## src/inc/mwcc_map.svh

```systemverilog
`ifndef MWCC_MAP_SVH
`define MWCC_MAP_SVH
// Register indices as printed; byte address is four times the index
`define MWCC_IDX_WAKE 6'h0c
`define MWCC_IDX_CSUM 6'h0d
`define MWCC_IDX_IRQ_STAT 6'h10
`define MWCC_IDX_IRQ_MASK 6'h11
`define MWCC_IDX_CTRL_STAT 6'h12
`define MWCC_REG_RESET 32'h0000_0000
// Wake control fields
`define MWCC_GUE_BIT 9
`define MWCC_WFS_BIT 6
`define MWCC_MPS_BIT 5
`define MWCC_WFE_BIT 2
`define MWCC_MPE_BIT 1
`define MWCC_WAKE_WMASK 32'h0000_0206
`define MWCC_WAKE_RMASK 32'h0000_0266
`define MWCC_WAKE_FLAGS 32'h0000_0060
// Checksum control fields
`define MWCC_TXE_BIT 16
`define MWCC_RXSEL_BIT 1
`define MWCC_RXE_BIT 0
`define MWCC_CSUM_MASK 32'h0001_0003
// Receive checksum start offsets in bytes
`define MWCC_RX_START_L2 8'h0e
`define MWCC_RX_START_L3 8'h00
// Interrupt bits
`define MWCC_IRQ_WF_BIT 0
`define MWCC_IRQ_MP_BIT 1
`define MWCC_IRQ_GU_BIT 2
`define MWCC_IRQ_MASK 32'h0000_0007
`define MWCC_HTRANS_NONSEQ 2'h2
`define MWCC_HTRANS_SEQ 2'h3
`define MWCC_HSIZE_WORD 3'h2
`endif

```

## src/inc/mwcc_pkg.sv

```systemverilog
package mwcc_pkg;
    typedef logic [31:0] mwcc_word_t;
    typedef logic [5:0] mwcc_idx_t;
endpackage

```

## src/rtl/mwcc_regs.sv

```systemverilog
`timescale 1ns/100ps
`default_nettype none
`include "mwcc_map.svh"

// How it works
// - In power save with global unicast wake enabled, a unicast frame raises the wake request.
// - A frame is global unicast when destination address bit 0 is zero.
// - A valid wake frame sets the wake-frame-seen flag, bit 6.
// - A valid magic packet sets the magic-packet-seen flag, bit 5.
// - Bit 2 enables wake frame detection against the filter match.
// - Bit 1 enables magic packet wake; clear means that mode is off.
// - Both registers are 32 bits and reset to zero.
// - Bit 16 enables the transmit checksum engine; zero bypasses it.
// - Bit 1 picks receive checksum start: byte 14 or layer-3 start.
// - Bit 0 enables the receive checksum engine; zero bypasses it.
module mwcc_regs (
    // Bus
    input wire logic hclk,
    input wire logic hresetn,
    input wire logic hsel,
    input wire logic [31:0] haddr,
    input wire logic [1:0] htrans,
    input wire logic hwrite,
    input wire logic [2:0] hsize,
    input wire logic hready,
    input wire mwcc_pkg::mwcc_word_t hwdata,
    output mwcc_pkg::mwcc_word_t hrdata,
    output logic hreadyout,
    output logic hresp,
    // Receive event strobes from the MAC, same clock
    input wire logic rx_frame_done,
    input wire logic rx_dest_addr_bit0,
    input wire logic rx_wake_filter_match,
    input wire logic rx_magic_pkt_valid,
    // Power state and data path status, same clock
    input wire logic power_save,
    input wire logic tx_path_en,
    input wire logic rx_path_en,
    input wire logic auto_pad_strip,
    // Controls to the MAC
    output logic wake_request,
    output logic tx_csum_engine_en,
    output logic rx_csum_engine_en,
    output logic rx_csum_start_select,
    output logic [7:0] rx_csum_fixed_start,
    output logic irq
);
    import mwcc_pkg::*;

    mwcc_word_t wake_control_status;
    mwcc_word_t checksum_offload_control;
    mwcc_word_t irq_stat;
    mwcc_word_t irq_mask;
    logic wr_pend;
    mwcc_idx_t wr_idx;
    logic wake_frame_ev;
    logic magic_ev;
    logic unicast_ev;
    logic [2:0] ev_vec;
    logic [2:0] w1c;
    mwcc_word_t next_rdata;

    function automatic mwcc_idx_t word_index(input logic [31:0] a);
        word_index = a[7:2];
    endfunction

    // Wake word after a software write: enables taken, a one clears a flag
    function automatic mwcc_word_t wake_merge(input mwcc_word_t old, input mwcc_word_t d);
        wake_merge = (d & `MWCC_WAKE_WMASK) | (old & `MWCC_WAKE_FLAGS & ~d);
    endfunction

    wire logic addr_phase = hsel && hready && htrans[1] && (hsize == `MWCC_HSIZE_WORD);

    assign hreadyout = 1'b1;
    assign hresp = 1'b0;

    // Write address capture; data lands in the next cycle
    always_ff @(posedge hclk or negedge hresetn) begin
        if (!hresetn) begin
            wr_pend <= 1'b0;
            wr_idx <= 6'h00;
        end else begin
            wr_pend <= addr_phase && hwrite;
            wr_idx <= word_index(haddr);
        end
    end

    wire logic wr_wake = wr_pend && (wr_idx == `MWCC_IDX_WAKE);
    wire logic wr_csum = wr_pend && (wr_idx == `MWCC_IDX_CSUM);
    wire logic wr_istat = wr_pend && (wr_idx == `MWCC_IDX_IRQ_STAT);
    wire logic wr_imask = wr_pend && (wr_idx == `MWCC_IDX_IRQ_MASK);
    wire logic rd_fwd = wr_pend && (wr_idx == word_index(haddr));

    // Event classification
    assign unicast_ev = rx_frame_done && !rx_dest_addr_bit0;
    assign wake_frame_ev = rx_frame_done && rx_wake_filter_match
        && wake_control_status[`MWCC_WFE_BIT];
    assign magic_ev = rx_magic_pkt_valid && wake_control_status[`MWCC_MPE_BIT];
    assign ev_vec = {unicast_ev && wake_control_status[`MWCC_GUE_BIT], magic_ev, wake_frame_ev};

    // Wake control: enables written, seen flags sticky, write one clears
    always_ff @(posedge hclk or negedge hresetn) begin
        if (!hresetn) begin
            wake_control_status <= `MWCC_REG_RESET;
        end else begin
            if (wr_wake) begin
                wake_control_status[`MWCC_GUE_BIT] <= hwdata[`MWCC_GUE_BIT];
                wake_control_status[`MWCC_WFE_BIT] <= hwdata[`MWCC_WFE_BIT];
                wake_control_status[`MWCC_MPE_BIT] <= hwdata[`MWCC_MPE_BIT];
                if (hwdata[`MWCC_WFS_BIT]) begin
                    wake_control_status[`MWCC_WFS_BIT] <= 1'b0;
                end
                if (hwdata[`MWCC_MPS_BIT]) begin
                    wake_control_status[`MWCC_MPS_BIT] <= 1'b0;
                end
            end
            // Set wins over a clear in the same cycle
            if (wake_frame_ev) begin
                wake_control_status[`MWCC_WFS_BIT] <= 1'b1;
            end
            if (magic_ev) begin
                wake_control_status[`MWCC_MPS_BIT] <= 1'b1;
            end
        end
    end

    // Checksum control; reserved bits never stored
    always_ff @(posedge hclk or negedge hresetn) begin
        if (!hresetn) begin
            checksum_offload_control <= `MWCC_REG_RESET;
        end else if (wr_csum) begin
            checksum_offload_control <= hwdata & `MWCC_CSUM_MASK;
        end
    end

    assign tx_csum_engine_en = checksum_offload_control[`MWCC_TXE_BIT];
    assign rx_csum_engine_en = checksum_offload_control[`MWCC_RXE_BIT];
    assign rx_csum_start_select = checksum_offload_control[`MWCC_RXSEL_BIT];
    // Zero here means the engine locates the layer-3 start itself
    assign rx_csum_fixed_start = rx_csum_start_select ? `MWCC_RX_START_L3
        : `MWCC_RX_START_L2;

    // Wake request held until power save is left
    always_ff @(posedge hclk or negedge hresetn) begin
        if (!hresetn) begin
            wake_request <= 1'b0;
        end else if (!power_save) begin
            wake_request <= 1'b0;
        end else if (|ev_vec) begin
            wake_request <= 1'b1;
        end
    end

    // Interrupt status and mask
    assign w1c = wr_istat ? hwdata[2:0] : 3'h0;
    always_ff @(posedge hclk or negedge hresetn) begin
        if (!hresetn) begin
            irq_stat <= `MWCC_REG_RESET;
        end else begin
            irq_stat <= {29'h0, (irq_stat[2:0] & ~w1c) | ev_vec};
        end
    end

    always_ff @(posedge hclk or negedge hresetn) begin
        if (!hresetn) begin
            irq_mask <= `MWCC_REG_RESET;
        end else if (wr_imask) begin
            irq_mask <= hwdata & `MWCC_IRQ_MASK;
        end
    end

    assign irq = |(irq_stat & irq_mask);

    // Read data registered from the address phase
    // A read right behind a write to the same word sees the written result
    always_comb begin
        next_rdata = `MWCC_REG_RESET;
        unique case (word_index(haddr))
            `MWCC_IDX_WAKE: next_rdata = rd_fwd ? wake_merge(wake_control_status, hwdata)
                : wake_control_status & `MWCC_WAKE_RMASK;
            `MWCC_IDX_CSUM: next_rdata = rd_fwd ? hwdata & `MWCC_CSUM_MASK
                : checksum_offload_control;
            `MWCC_IDX_IRQ_STAT: next_rdata = rd_fwd ? irq_stat & ~hwdata
                : irq_stat;
            `MWCC_IDX_IRQ_MASK: next_rdata = rd_fwd ? hwdata & `MWCC_IRQ_MASK
                : irq_mask;
            `MWCC_IDX_CTRL_STAT: next_rdata = {28'h0, auto_pad_strip, rx_path_en,
                tx_path_en, power_save};
            default: next_rdata = 32'h0000_0000;
        endcase
    end

    always_ff @(posedge hclk or negedge hresetn) begin
        if (!hresetn) begin
            hrdata <= 32'h0000_0000;
        end else if (addr_phase && !hwrite) begin
            hrdata <= next_rdata;
        end
    end

    // Assertions
    property p_gue_wake;
        @(posedge hclk) disable iff (!hresetn)
        power_save && rx_frame_done && !rx_dest_addr_bit0
        && wake_control_status[`MWCC_GUE_BIT] |=> wake_request || !power_save;
    endproperty
    a_gue_wake: assert property (p_gue_wake) else $error("unicast wake missed");

    property p_mc_unicast;
        @(posedge hclk) disable iff (!hresetn)
        rx_frame_done && rx_dest_addr_bit0 && !rx_magic_pkt_valid
        && !(rx_wake_filter_match && wake_control_status[`MWCC_WFE_BIT])
        |=> !irq_stat[`MWCC_IRQ_GU_BIT] || $past(irq_stat[`MWCC_IRQ_GU_BIT]);
    endproperty
    a_mc_unicast: assert property (p_mc_unicast) else $error("multicast seen as unicast");

    property p_wf_set;
        @(posedge hclk) disable iff (!hresetn)
        wake_frame_ev |=> wake_control_status[`MWCC_WFS_BIT];
    endproperty
    a_wf_set: assert property (p_wf_set) else $error("wake frame flag not set");

    property p_mp_set;
        @(posedge hclk) disable iff (!hresetn)
        rx_magic_pkt_valid && wake_control_status[`MWCC_MPE_BIT]
        |=> irq_stat[`MWCC_IRQ_MP_BIT] && wake_control_status[`MWCC_MPS_BIT];
    endproperty
    a_mp_set: assert property (p_mp_set) else $error("magic flag not set");

    property p_wf_off;
        @(posedge hclk) disable iff (!hresetn)
        !wake_control_status[`MWCC_WFS_BIT] && !wake_control_status[`MWCC_WFE_BIT]
        |=> !wake_control_status[`MWCC_WFS_BIT];
    endproperty
    a_wf_off: assert property (p_wf_off) else $error("wake frame flag while off");

    property p_mp_off;
        @(posedge hclk) disable iff (!hresetn)
        !wake_control_status[`MWCC_MPS_BIT] && !wake_control_status[`MWCC_MPE_BIT]
        |=> !wake_control_status[`MWCC_MPS_BIT];
    endproperty
    a_mp_off: assert property (p_mp_off) else $error("magic flag while off");

    property p_csum_out;
        @(posedge hclk) disable iff (!hresetn)
        wr_csum |=> tx_csum_engine_en == $past(hwdata[`MWCC_TXE_BIT])
        && rx_csum_engine_en == $past(hwdata[`MWCC_RXE_BIT]);
    endproperty
    a_csum_out: assert property (p_csum_out) else $error("engine enable mismatch");

    property p_start;
        @(posedge hclk) disable iff (!hresetn)
        rx_csum_fixed_start == (rx_csum_start_select ? `MWCC_RX_START_L3 : `MWCC_RX_START_L2);
    endproperty
    a_start: assert property (p_start) else $error("start offset wrong");

    property p_sticky;
        @(posedge hclk) disable iff (!hresetn)
        wake_control_status[`MWCC_WFS_BIT] && !(wr_wake && hwdata[`MWCC_WFS_BIT])
        |=> wake_control_status[`MWCC_WFS_BIT];
    endproperty
    a_sticky: assert property (p_sticky) else $error("flag lost");

    property p_rsvd;
        @(posedge hclk) disable iff (!hresetn)
        (checksum_offload_control & ~`MWCC_CSUM_MASK) == 32'h0 && (wake_control_status
        & ~`MWCC_WAKE_RMASK) == 32'h0;
    endproperty
    a_rsvd: assert property (p_rsvd) else $error("reserved bit set");

    property p_wake_drop;
        @(posedge hclk) disable iff (!hresetn)
        !power_save |=> !wake_request;
    endproperty
    a_wake_drop: assert property (p_wake_drop) else $error("wake not dropped");

    property p_wake_hold;
        @(posedge hclk) disable iff (!hresetn)
        wake_request && power_save |=> wake_request;
    endproperty
    a_wake_hold: assert property (p_wake_hold) else $error("wake lost");

    property p_gu_flag;
        @(posedge hclk) disable iff (!hresetn)
        rx_frame_done && !rx_dest_addr_bit0 && wake_control_status[`MWCC_GUE_BIT]
        |=> irq_stat[`MWCC_IRQ_GU_BIT];
    endproperty
    a_gu_flag: assert property (p_gu_flag) else $error("unicast event lost");

    property p_gu_off;
        @(posedge hclk) disable iff (!hresetn)
        !wake_control_status[`MWCC_GUE_BIT] && !irq_stat[`MWCC_IRQ_GU_BIT]
        |=> !irq_stat[`MWCC_IRQ_GU_BIT];
    endproperty
    a_gu_off: assert property (p_gu_off) else $error("unicast event while off");

    property p_wf_clr;
        @(posedge hclk) disable iff (!hresetn)
        wr_wake && hwdata[`MWCC_WFS_BIT] && !wake_frame_ev
        |=> !wake_control_status[`MWCC_WFS_BIT];
    endproperty
    a_wf_clr: assert property (p_wf_clr) else $error("wake frame flag kept");

    property p_mp_clr;
        @(posedge hclk) disable iff (!hresetn)
        wr_wake && hwdata[`MWCC_MPS_BIT] && !magic_ev
        |=> !wake_control_status[`MWCC_MPS_BIT];
    endproperty
    a_mp_clr: assert property (p_mp_clr) else $error("magic flag kept");

    property p_mp_sticky;
        @(posedge hclk) disable iff (!hresetn)
        wake_control_status[`MWCC_MPS_BIT] && !(wr_wake && hwdata[`MWCC_MPS_BIT])
        |=> wake_control_status[`MWCC_MPS_BIT];
    endproperty
    a_mp_sticky: assert property (p_mp_sticky) else $error("magic flag lost");

    property p_csum_hold;
        @(posedge hclk) disable iff (!hresetn)
        !wr_csum |=> $stable(tx_csum_engine_en) && $stable(rx_csum_engine_en)
        && $stable(rx_csum_start_select);
    endproperty
    a_csum_hold: assert property (p_csum_hold) else $error("engine control moved");

    property p_irq_set;
        @(posedge hclk) disable iff (!hresetn)
        magic_ev && irq_mask[`MWCC_IRQ_MP_BIT] && !wr_imask |=> irq;
    endproperty
    a_irq_set: assert property (p_irq_set) else $error("magic irq missed");

    property p_rd_rsvd;
        @(posedge hclk) disable iff (!hresetn)
        addr_phase && !hwrite && (word_index(haddr) == `MWCC_IDX_WAKE)
        |=> (hrdata & ~`MWCC_WAKE_RMASK) == 32'h0000_0000;
    endproperty
    a_rd_rsvd: assert property (p_rd_rsvd) else $error("reserved bit read");

    // Main scenarios
    c_wake: cover property (@(posedge hclk) disable iff (!hresetn) $rose(wake_request));
    c_magic: cover property (@(posedge hclk) disable iff (!hresetn) magic_ev);
    c_irq: cover property (@(posedge hclk) disable iff (!hresetn) $rose(irq));
    c_clr: cover property (@(posedge hclk) disable iff (!hresetn) wr_wake && wake_frame_ev);
    c_unicast: cover property (@(posedge hclk) disable iff (!hresetn) ev_vec[`MWCC_IRQ_GU_BIT]);
endmodule // mwcc_regs

`default_nettype wire

```

## config.mk

```make
export PLATFORM = sky130hd
export DESIGN_NAME = mwcc_regs
export DESIGN_NICKNAME = d
export VERILOG_FILES = /design/src/inc/mwcc_pkg.sv /design/src/rtl/mwcc_regs.sv
export VERILOG_INCLUDE_DIRS = /design/src /design/src/inc
export SDC_FILE = /design/constraint.sdc
export NUM_CORES = 1
export LEC_CHECK = 0
export BUFFER_PORTS_ARGS = -buffer_cell sky130_fd_sc_hd__buf_2
export CAP_MARGIN = 10
export CORE_ASPECT_RATIO = 1.25
export CORE_MARGIN = 8
export CORE_UTILIZATION = 41
export DETAILED_ROUTE_END_ITERATION = 7
export HOLD_SLACK_MARGIN = 0.02
export PLACE_DENSITY = 0.88
export SYNTH_ARGS = -nofsm -noshare
export SYNTH_HDL_FRONTEND = slang
export SYNTH_SLANG_ARGS = --single-unit
```

## constraint.sdc

```tcl
create_clock -name hclk -period 2.04 [get_ports hclk]
set_input_delay 0.408 -clock hclk [delete_from_list [all_inputs] [get_ports hclk]]
set_output_delay 0.408 -clock hclk [all_outputs]
set_load 0.01 [all_outputs]
```

# After elaboration in Yosys (flattened, before gate mapping)

Cells that the tools add are included.

Bits in registers: 54
Input port bits: 82
Output and inout port bits: 47
Word-level logic and storage cells: 70

Equal/unequal tests: 12
Multiplexer cells: 14
Bitwise logic cells: 8
Reduce and logical (&&, ||, !) cells: 25

Operator list:

| kind               | count |
|---|---|
| $pmux 32 s5        | 1 |
| $mux 32            | 2 |
| $and 3x32->32      | 1 |
| $and 7x32->32      | 1 |
| $not 32->32        | 1 |
| $or 10x32->32      | 1 |
| $reduce_or 32->1   | 1 |
| $eq 6x5->1 const B | 5 |
| $eq 6x4->1 const B | 4 |
| $mux 17            | 1 |
| $logic_and 1x1->1  | 15 |
| $reduce_bool 2->1  | 4 |
| $and 3x3->3        | 2 |
| $eq 6x6->1         | 1 |
| $mux 1             | 6 |
| $mux 3             | 2 |
| $mux 4             | 1 |
| $reduce_and 2->1   | 2 |
| $eq 3x2->1 const B | 1 |
| $not 3->3          | 1 |
| $or 3x3->3         | 1 |
| $reduce_or 3->1    | 1 |
| $logic_not 1->1    | 2 |
| $mux 2             | 1 |
| $ne 2x1->1 const B | 1 |

# Depth between registers and ports, before layout

Word-level depth: 6
Mapped depth: 6
Depth with buffers taken out: 5

# Least setup slack after synthesis

OpenSTA, ideal clock, no wires.

Path type: input -> register
Start: input haddr[5]
End: register hrdata[16]
Library setup time: 0.122 ns
Data arrival time: 1.628 ns
Data required time: 1.918 ns
Setup slack: 0.290 ns
Stages on the path: 4
Buffers on the path: 0
Cell sequence: xor2_1 nor4_4 mux2_4 a32o_1

Word-level cells in the longest chain between the ends: 4
Elaborated cells between the ends (all ways): 11
Those cells by class: eq/ne: 6; mux: 4; reduce/logical: 1

Ends and longest elaborated chain:

| element                               | RTL line         | text |
|---|---|---|
| from (decl)                           | mwcc_regs.sv:21  | `input wire logic [31:0] haddr,` |
| $eq 6x6->1                            | mwcc_regs.sv:92  | `wire logic rd_fwd = wr_pend && (wr_idx == word_index(haddr));` |
| $logic_and 1x1->1                     | mwcc_regs.sv:92  |  |
| $mux 32, or another cell as far along | mwcc_regs.sv:183 | `` `MWCC_IDX_IRQ_STAT: next_rdata = rd_fwd ? irq_stat & ~hwdata `` |
| $pmux 32 s5 (*)                       | mwcc_regs.sv:178 | `unique case (word_index(haddr))` |
| to (signal assigned)                  | mwcc_regs.sv:197 | `hrdata <= next_rdata;` |
| to (decl)                             | mwcc_regs.sv:27  | `output mwcc_pkg::mwcc_word_t hrdata,` |

Every way passes the cells marked *; elsewhere a longest branch is shown, timed or not.
A chain may end at the register's enable or synchronous reset.

# Final worst setup path

Start: register wr_idx[1]
End: register hrdata[16]

Word-level cells in the longest chain between the ends: 4
Elaborated cells between the ends (all ways): 6
Those cells by class: eq/ne: 1; mux: 4; reduce/logical: 1

Ends and longest elaborated chain:

| element                               | RTL line         | text |
|---|---|---|
| from (decl)                           | mwcc_regs.sv:55  | `mwcc_idx_t wr_idx;` |
| from (signal assigned)                | mwcc_regs.sv:84  | `wr_idx <= word_index(haddr);` |
| $eq 6x6->1 (*)                        | mwcc_regs.sv:92  |  |
| $logic_and 1x1->1 (*)                 | mwcc_regs.sv:92  |  |
| $mux 32, or another cell as far along | mwcc_regs.sv:183 |  |
| $pmux 32 s5 (*)                       | mwcc_regs.sv:178 |  |

Marks and branches as above.

==> metrics.md <==
| Metric | Value |
|---|---|
| Finished Cell Area | 2100 um^2 |
| Clock slew at reported path FFs | 0.06 ns |
| Yosys warns | 0 |
| Placed cell area | 2000 um^2 |
| CP Cell Sequence | xnor2_1, nand4_1, nor4_4, mux2_4, a32o_1 |
| Hpwl dp | 3.48 mm |
| Max Buffers Root-to-Sink | 2 |
| CP Launch Point | wr_idx[1] |
| DRT iter0 DRCs | 104 |
| Area of the multi-input gates | 876 um^2 |
| Crit path max fanout | 4 |
| Synthesis-stage register bit count | 30 |
| First-pass GRT wire length | 6.77 mm |
| CP Data Arrival Time | 1.96 ns |
| Sinks on Clock Net | 30 |
| Synth Area per Inst | 10.0 um^2 |
| Post-CTS Hold Buffers | 0 |
| Synth area leaders | dfrtp_1, buf_4, mux2_2, nand2_1, a32o_1 |
| Initial core utilization | 41.8% |
| CTS buffer count | 5 |
| Max Clock Skew | 0.00936 ns |
| Most used DFF post-synth | dfrtp_1 |
| RSZ-0062 raised after global routing | false |
| DRC Markers | 0 |
| Mapped Cells | 179 |
| Most frequent cell after synthesis | buf_4 |
| Cell area after synthesis | 1790 um^2 |
| Htree depth | 2 |
| DRT antenna net count | 0 |
| IO Pins | 129 |
| Sw Pwr | 325 uW |
| Internal | 1.03 mW |
| Power share of the clock group | 42.5% |
| Diodes inserted | 0 |
| Routed wire length | 4.24 mm |
| Initial antenna violation count | 0 |
| Storage element area | 751 um^2 |
| RePlAce Congestion | 0.892 |
| Post-layout min period | 1.79 ns |
| Max-slew violations | 0 |
| Startpoint types | flip-flop |
| CP required | 2.21 ns |
| Slew @ Worst Pin | 0.663 ns |
| Synthesis-to-layout area growth | 17.5% |
| Layout cell share with drive strength beyond 1 | 31.9% |
| Register area share after synthesis | 41.9% |
| Fmax | 558 MHz |
| Total grt overflow | 0 |
| Pleak | 1.06 nW |
| Sw Share | 24.0% |
| # nets final | 313 |
| Type of the worst setup path | reg -> reg |
| Yosys top cell by area | dfrtp_1 |
| Die Area | 6750 um^2 |
| Number of hold violations in the final report | 0 |
| Critical path's slowest cell | dfrtp_1 |
| Setup tns final | 0 ns |
| Buf/Inv on CP | 0 |
| CTS tree | built |
| Async set-or-reset flop fraction in the synthesized netlist | 100% |
| CTS resizes | 0 |
| Drt first pass iters | 4 |
| Vias in the first global route | 1467 |
| Combinational power share | 11.2% |
| Maximum capacitance violations | 0 |
| Slew HR | 55.8% |
| Post-CTS Setup Bufs | 0 |
| Routed len/inst | 14.6 um |
| Port Buf Inserts | 45 |
| Row count | 27 |
| Critical Path Max Stage Delay | 0.42 ns |
| Filler Cell Count | 394 |
| Yosys top cell area share | 41.9% |
| Via Count | 1429 |
| Largest net degree at the start of global routing | 31 |
| Most instantiated cells after synthesis | buf_4, dfrtp_1, nand2_1 |
| Core Area | 4290 um^2 |
| VDD IR max | 0.000434 V |
| Power Density | 642 nW/um^2 |
| RR Startpoint | wr_idx[1] |
| Die Ht | 89.9 um |
| Worst reg2reg setup slack | 0.25 ns |
| Synth cell types | 39 |
| Final critical-path share of the clock period | 87.8% |
| Die X | 75.1 um |
| Root Driver | clkbuf_8 |
| GRT Overall Usage | 12.9% |
| Crit path max-delay family | simple AND/OR/NAND/NOR gates |
| CP endpoint kind | flip-flop |
| Reg power frac | 46.2% |
| EDFF count, synth | 0 |
| Clock latency on the worst-skew pair | 0.28 ns |
| Hold Crit Class | in -> async |
| Final setup vio count | 0 |
| Outcome | finished clean |
| Via-per-instance ratio | 4.93 |
worst reg2reg max path, cell delays in order (launching register included):
cell	delay [ns]
dfrtp_1	0.42
xnor2_1	0.15
nand4_1	0.16
nor4_4	0.36
mux2_4	0.34
a32o_1	0.25
layout make-up:
class	count	share of cell area [%]
Clock buffer	5	3.27
Clock inverter	3	1.90
Inverter	3	0.535
Multi-Input combinational cell	138	41.6
Sequential cell	30	35.7
Tap cell	58	3.45
Timing Repair Buffer	53	13.6
final timing paths:
| check | endpoint | cells past startpoint |
|---|---|---|
| worst max-delay path | hrdata[16] | 5 |
| worst min-delay path | checksum_offload_control[16] | 1 |
| worst max register to register | hrdata[16] | 5 |
| worst min register to register | hrdata[3] | 2 |
| max in group asynchronous | irq_stat[2] | 1 |
| min in group hclk | wr_idx[5] | 1 |
metrics by stage:
step	hold WS, ns	setup WS [ns]	power (mW)	cells	util (%)
after floorplan	0.112	0.290	0.756	208	-
after global placement	0.459	0.118	0.781	282	46.5
after detailed placement	0.473	0.0873	0.785	282	46.5
after CTS	0.173	0.227	1.36	290	49.1
after global routing	0.191	0.132	1.41	290	49.1
final	0.157	0.249	1.35	290	49.1
sequential cells by signal, summed over array words and instances, names as in the netlist:
signal and flops:
checksum_offload_control 3, wr_idx 6, wr_pend 1, irq_stat 3
wake_control_status 5, hrdata 8, wake_request 1, irq_mask 3
cells in the final DEF (no fill, tap or decap), types with 2 or more instances in the layout:
cell       n
mux2i_1    4
dfrtp_1   30
mux2_2     9
xnor2_1    3
nor2_1     9
clkinv_2   2
buf_4      8
a21oi_1    6
a32o_1     6
nor3b_1    2
conb_1    31
nor3_1     4
nand3_1    7
nand2b_1   2
inv_1      3
clkbuf_8   5
buf_2     45
xor2_1     3
a22o_1     6
nand2_1   17
nand4_1    4
o21ai_0    3
nand4b_1   2
nor2b_1    3
cell families (layout without fill, tap and decap cells):
family                    count (synthesis)  after routing  synth area share [%]
and+or+nand+nor                          56             56                  17.4
muxes                                    15             15                  9.36
DFF                                      30             30                  41.9
other                                     2             31                 0.419
buffers and inverters                    40             64                  15.3
AOI/OAI and AO/OA                        30             30                  12.7
xor gates and xnor gates                  6              6                  2.93
per-layer routing:
| metal | track usage, % | share of wire (%) | wire length [um] |
|---|---|---|---|
| met1 | 13.7 | 38 | 1620 |
| met5 | 0 | 0 | 0 |
| met4 | 5.08 | 2.8 | 118 |
| met3 | 4.56 | 10 | 428 |
| met2 | 21.8 | 49 | 2080 |
power groups by stage:
stage	registers, mW	clock network (mW)	logic [mW]
after floorplan	0.633	0	0.123
after global placement	0.634	0	0.147
after detailed placement	0.635	0	0.149
after CTS	0.624	0.586	0.150
after global routing	0.626	0.620	0.169
final	0.625	0.574	0.152
No activity file was read; power rests on OpenSTA's default activity.
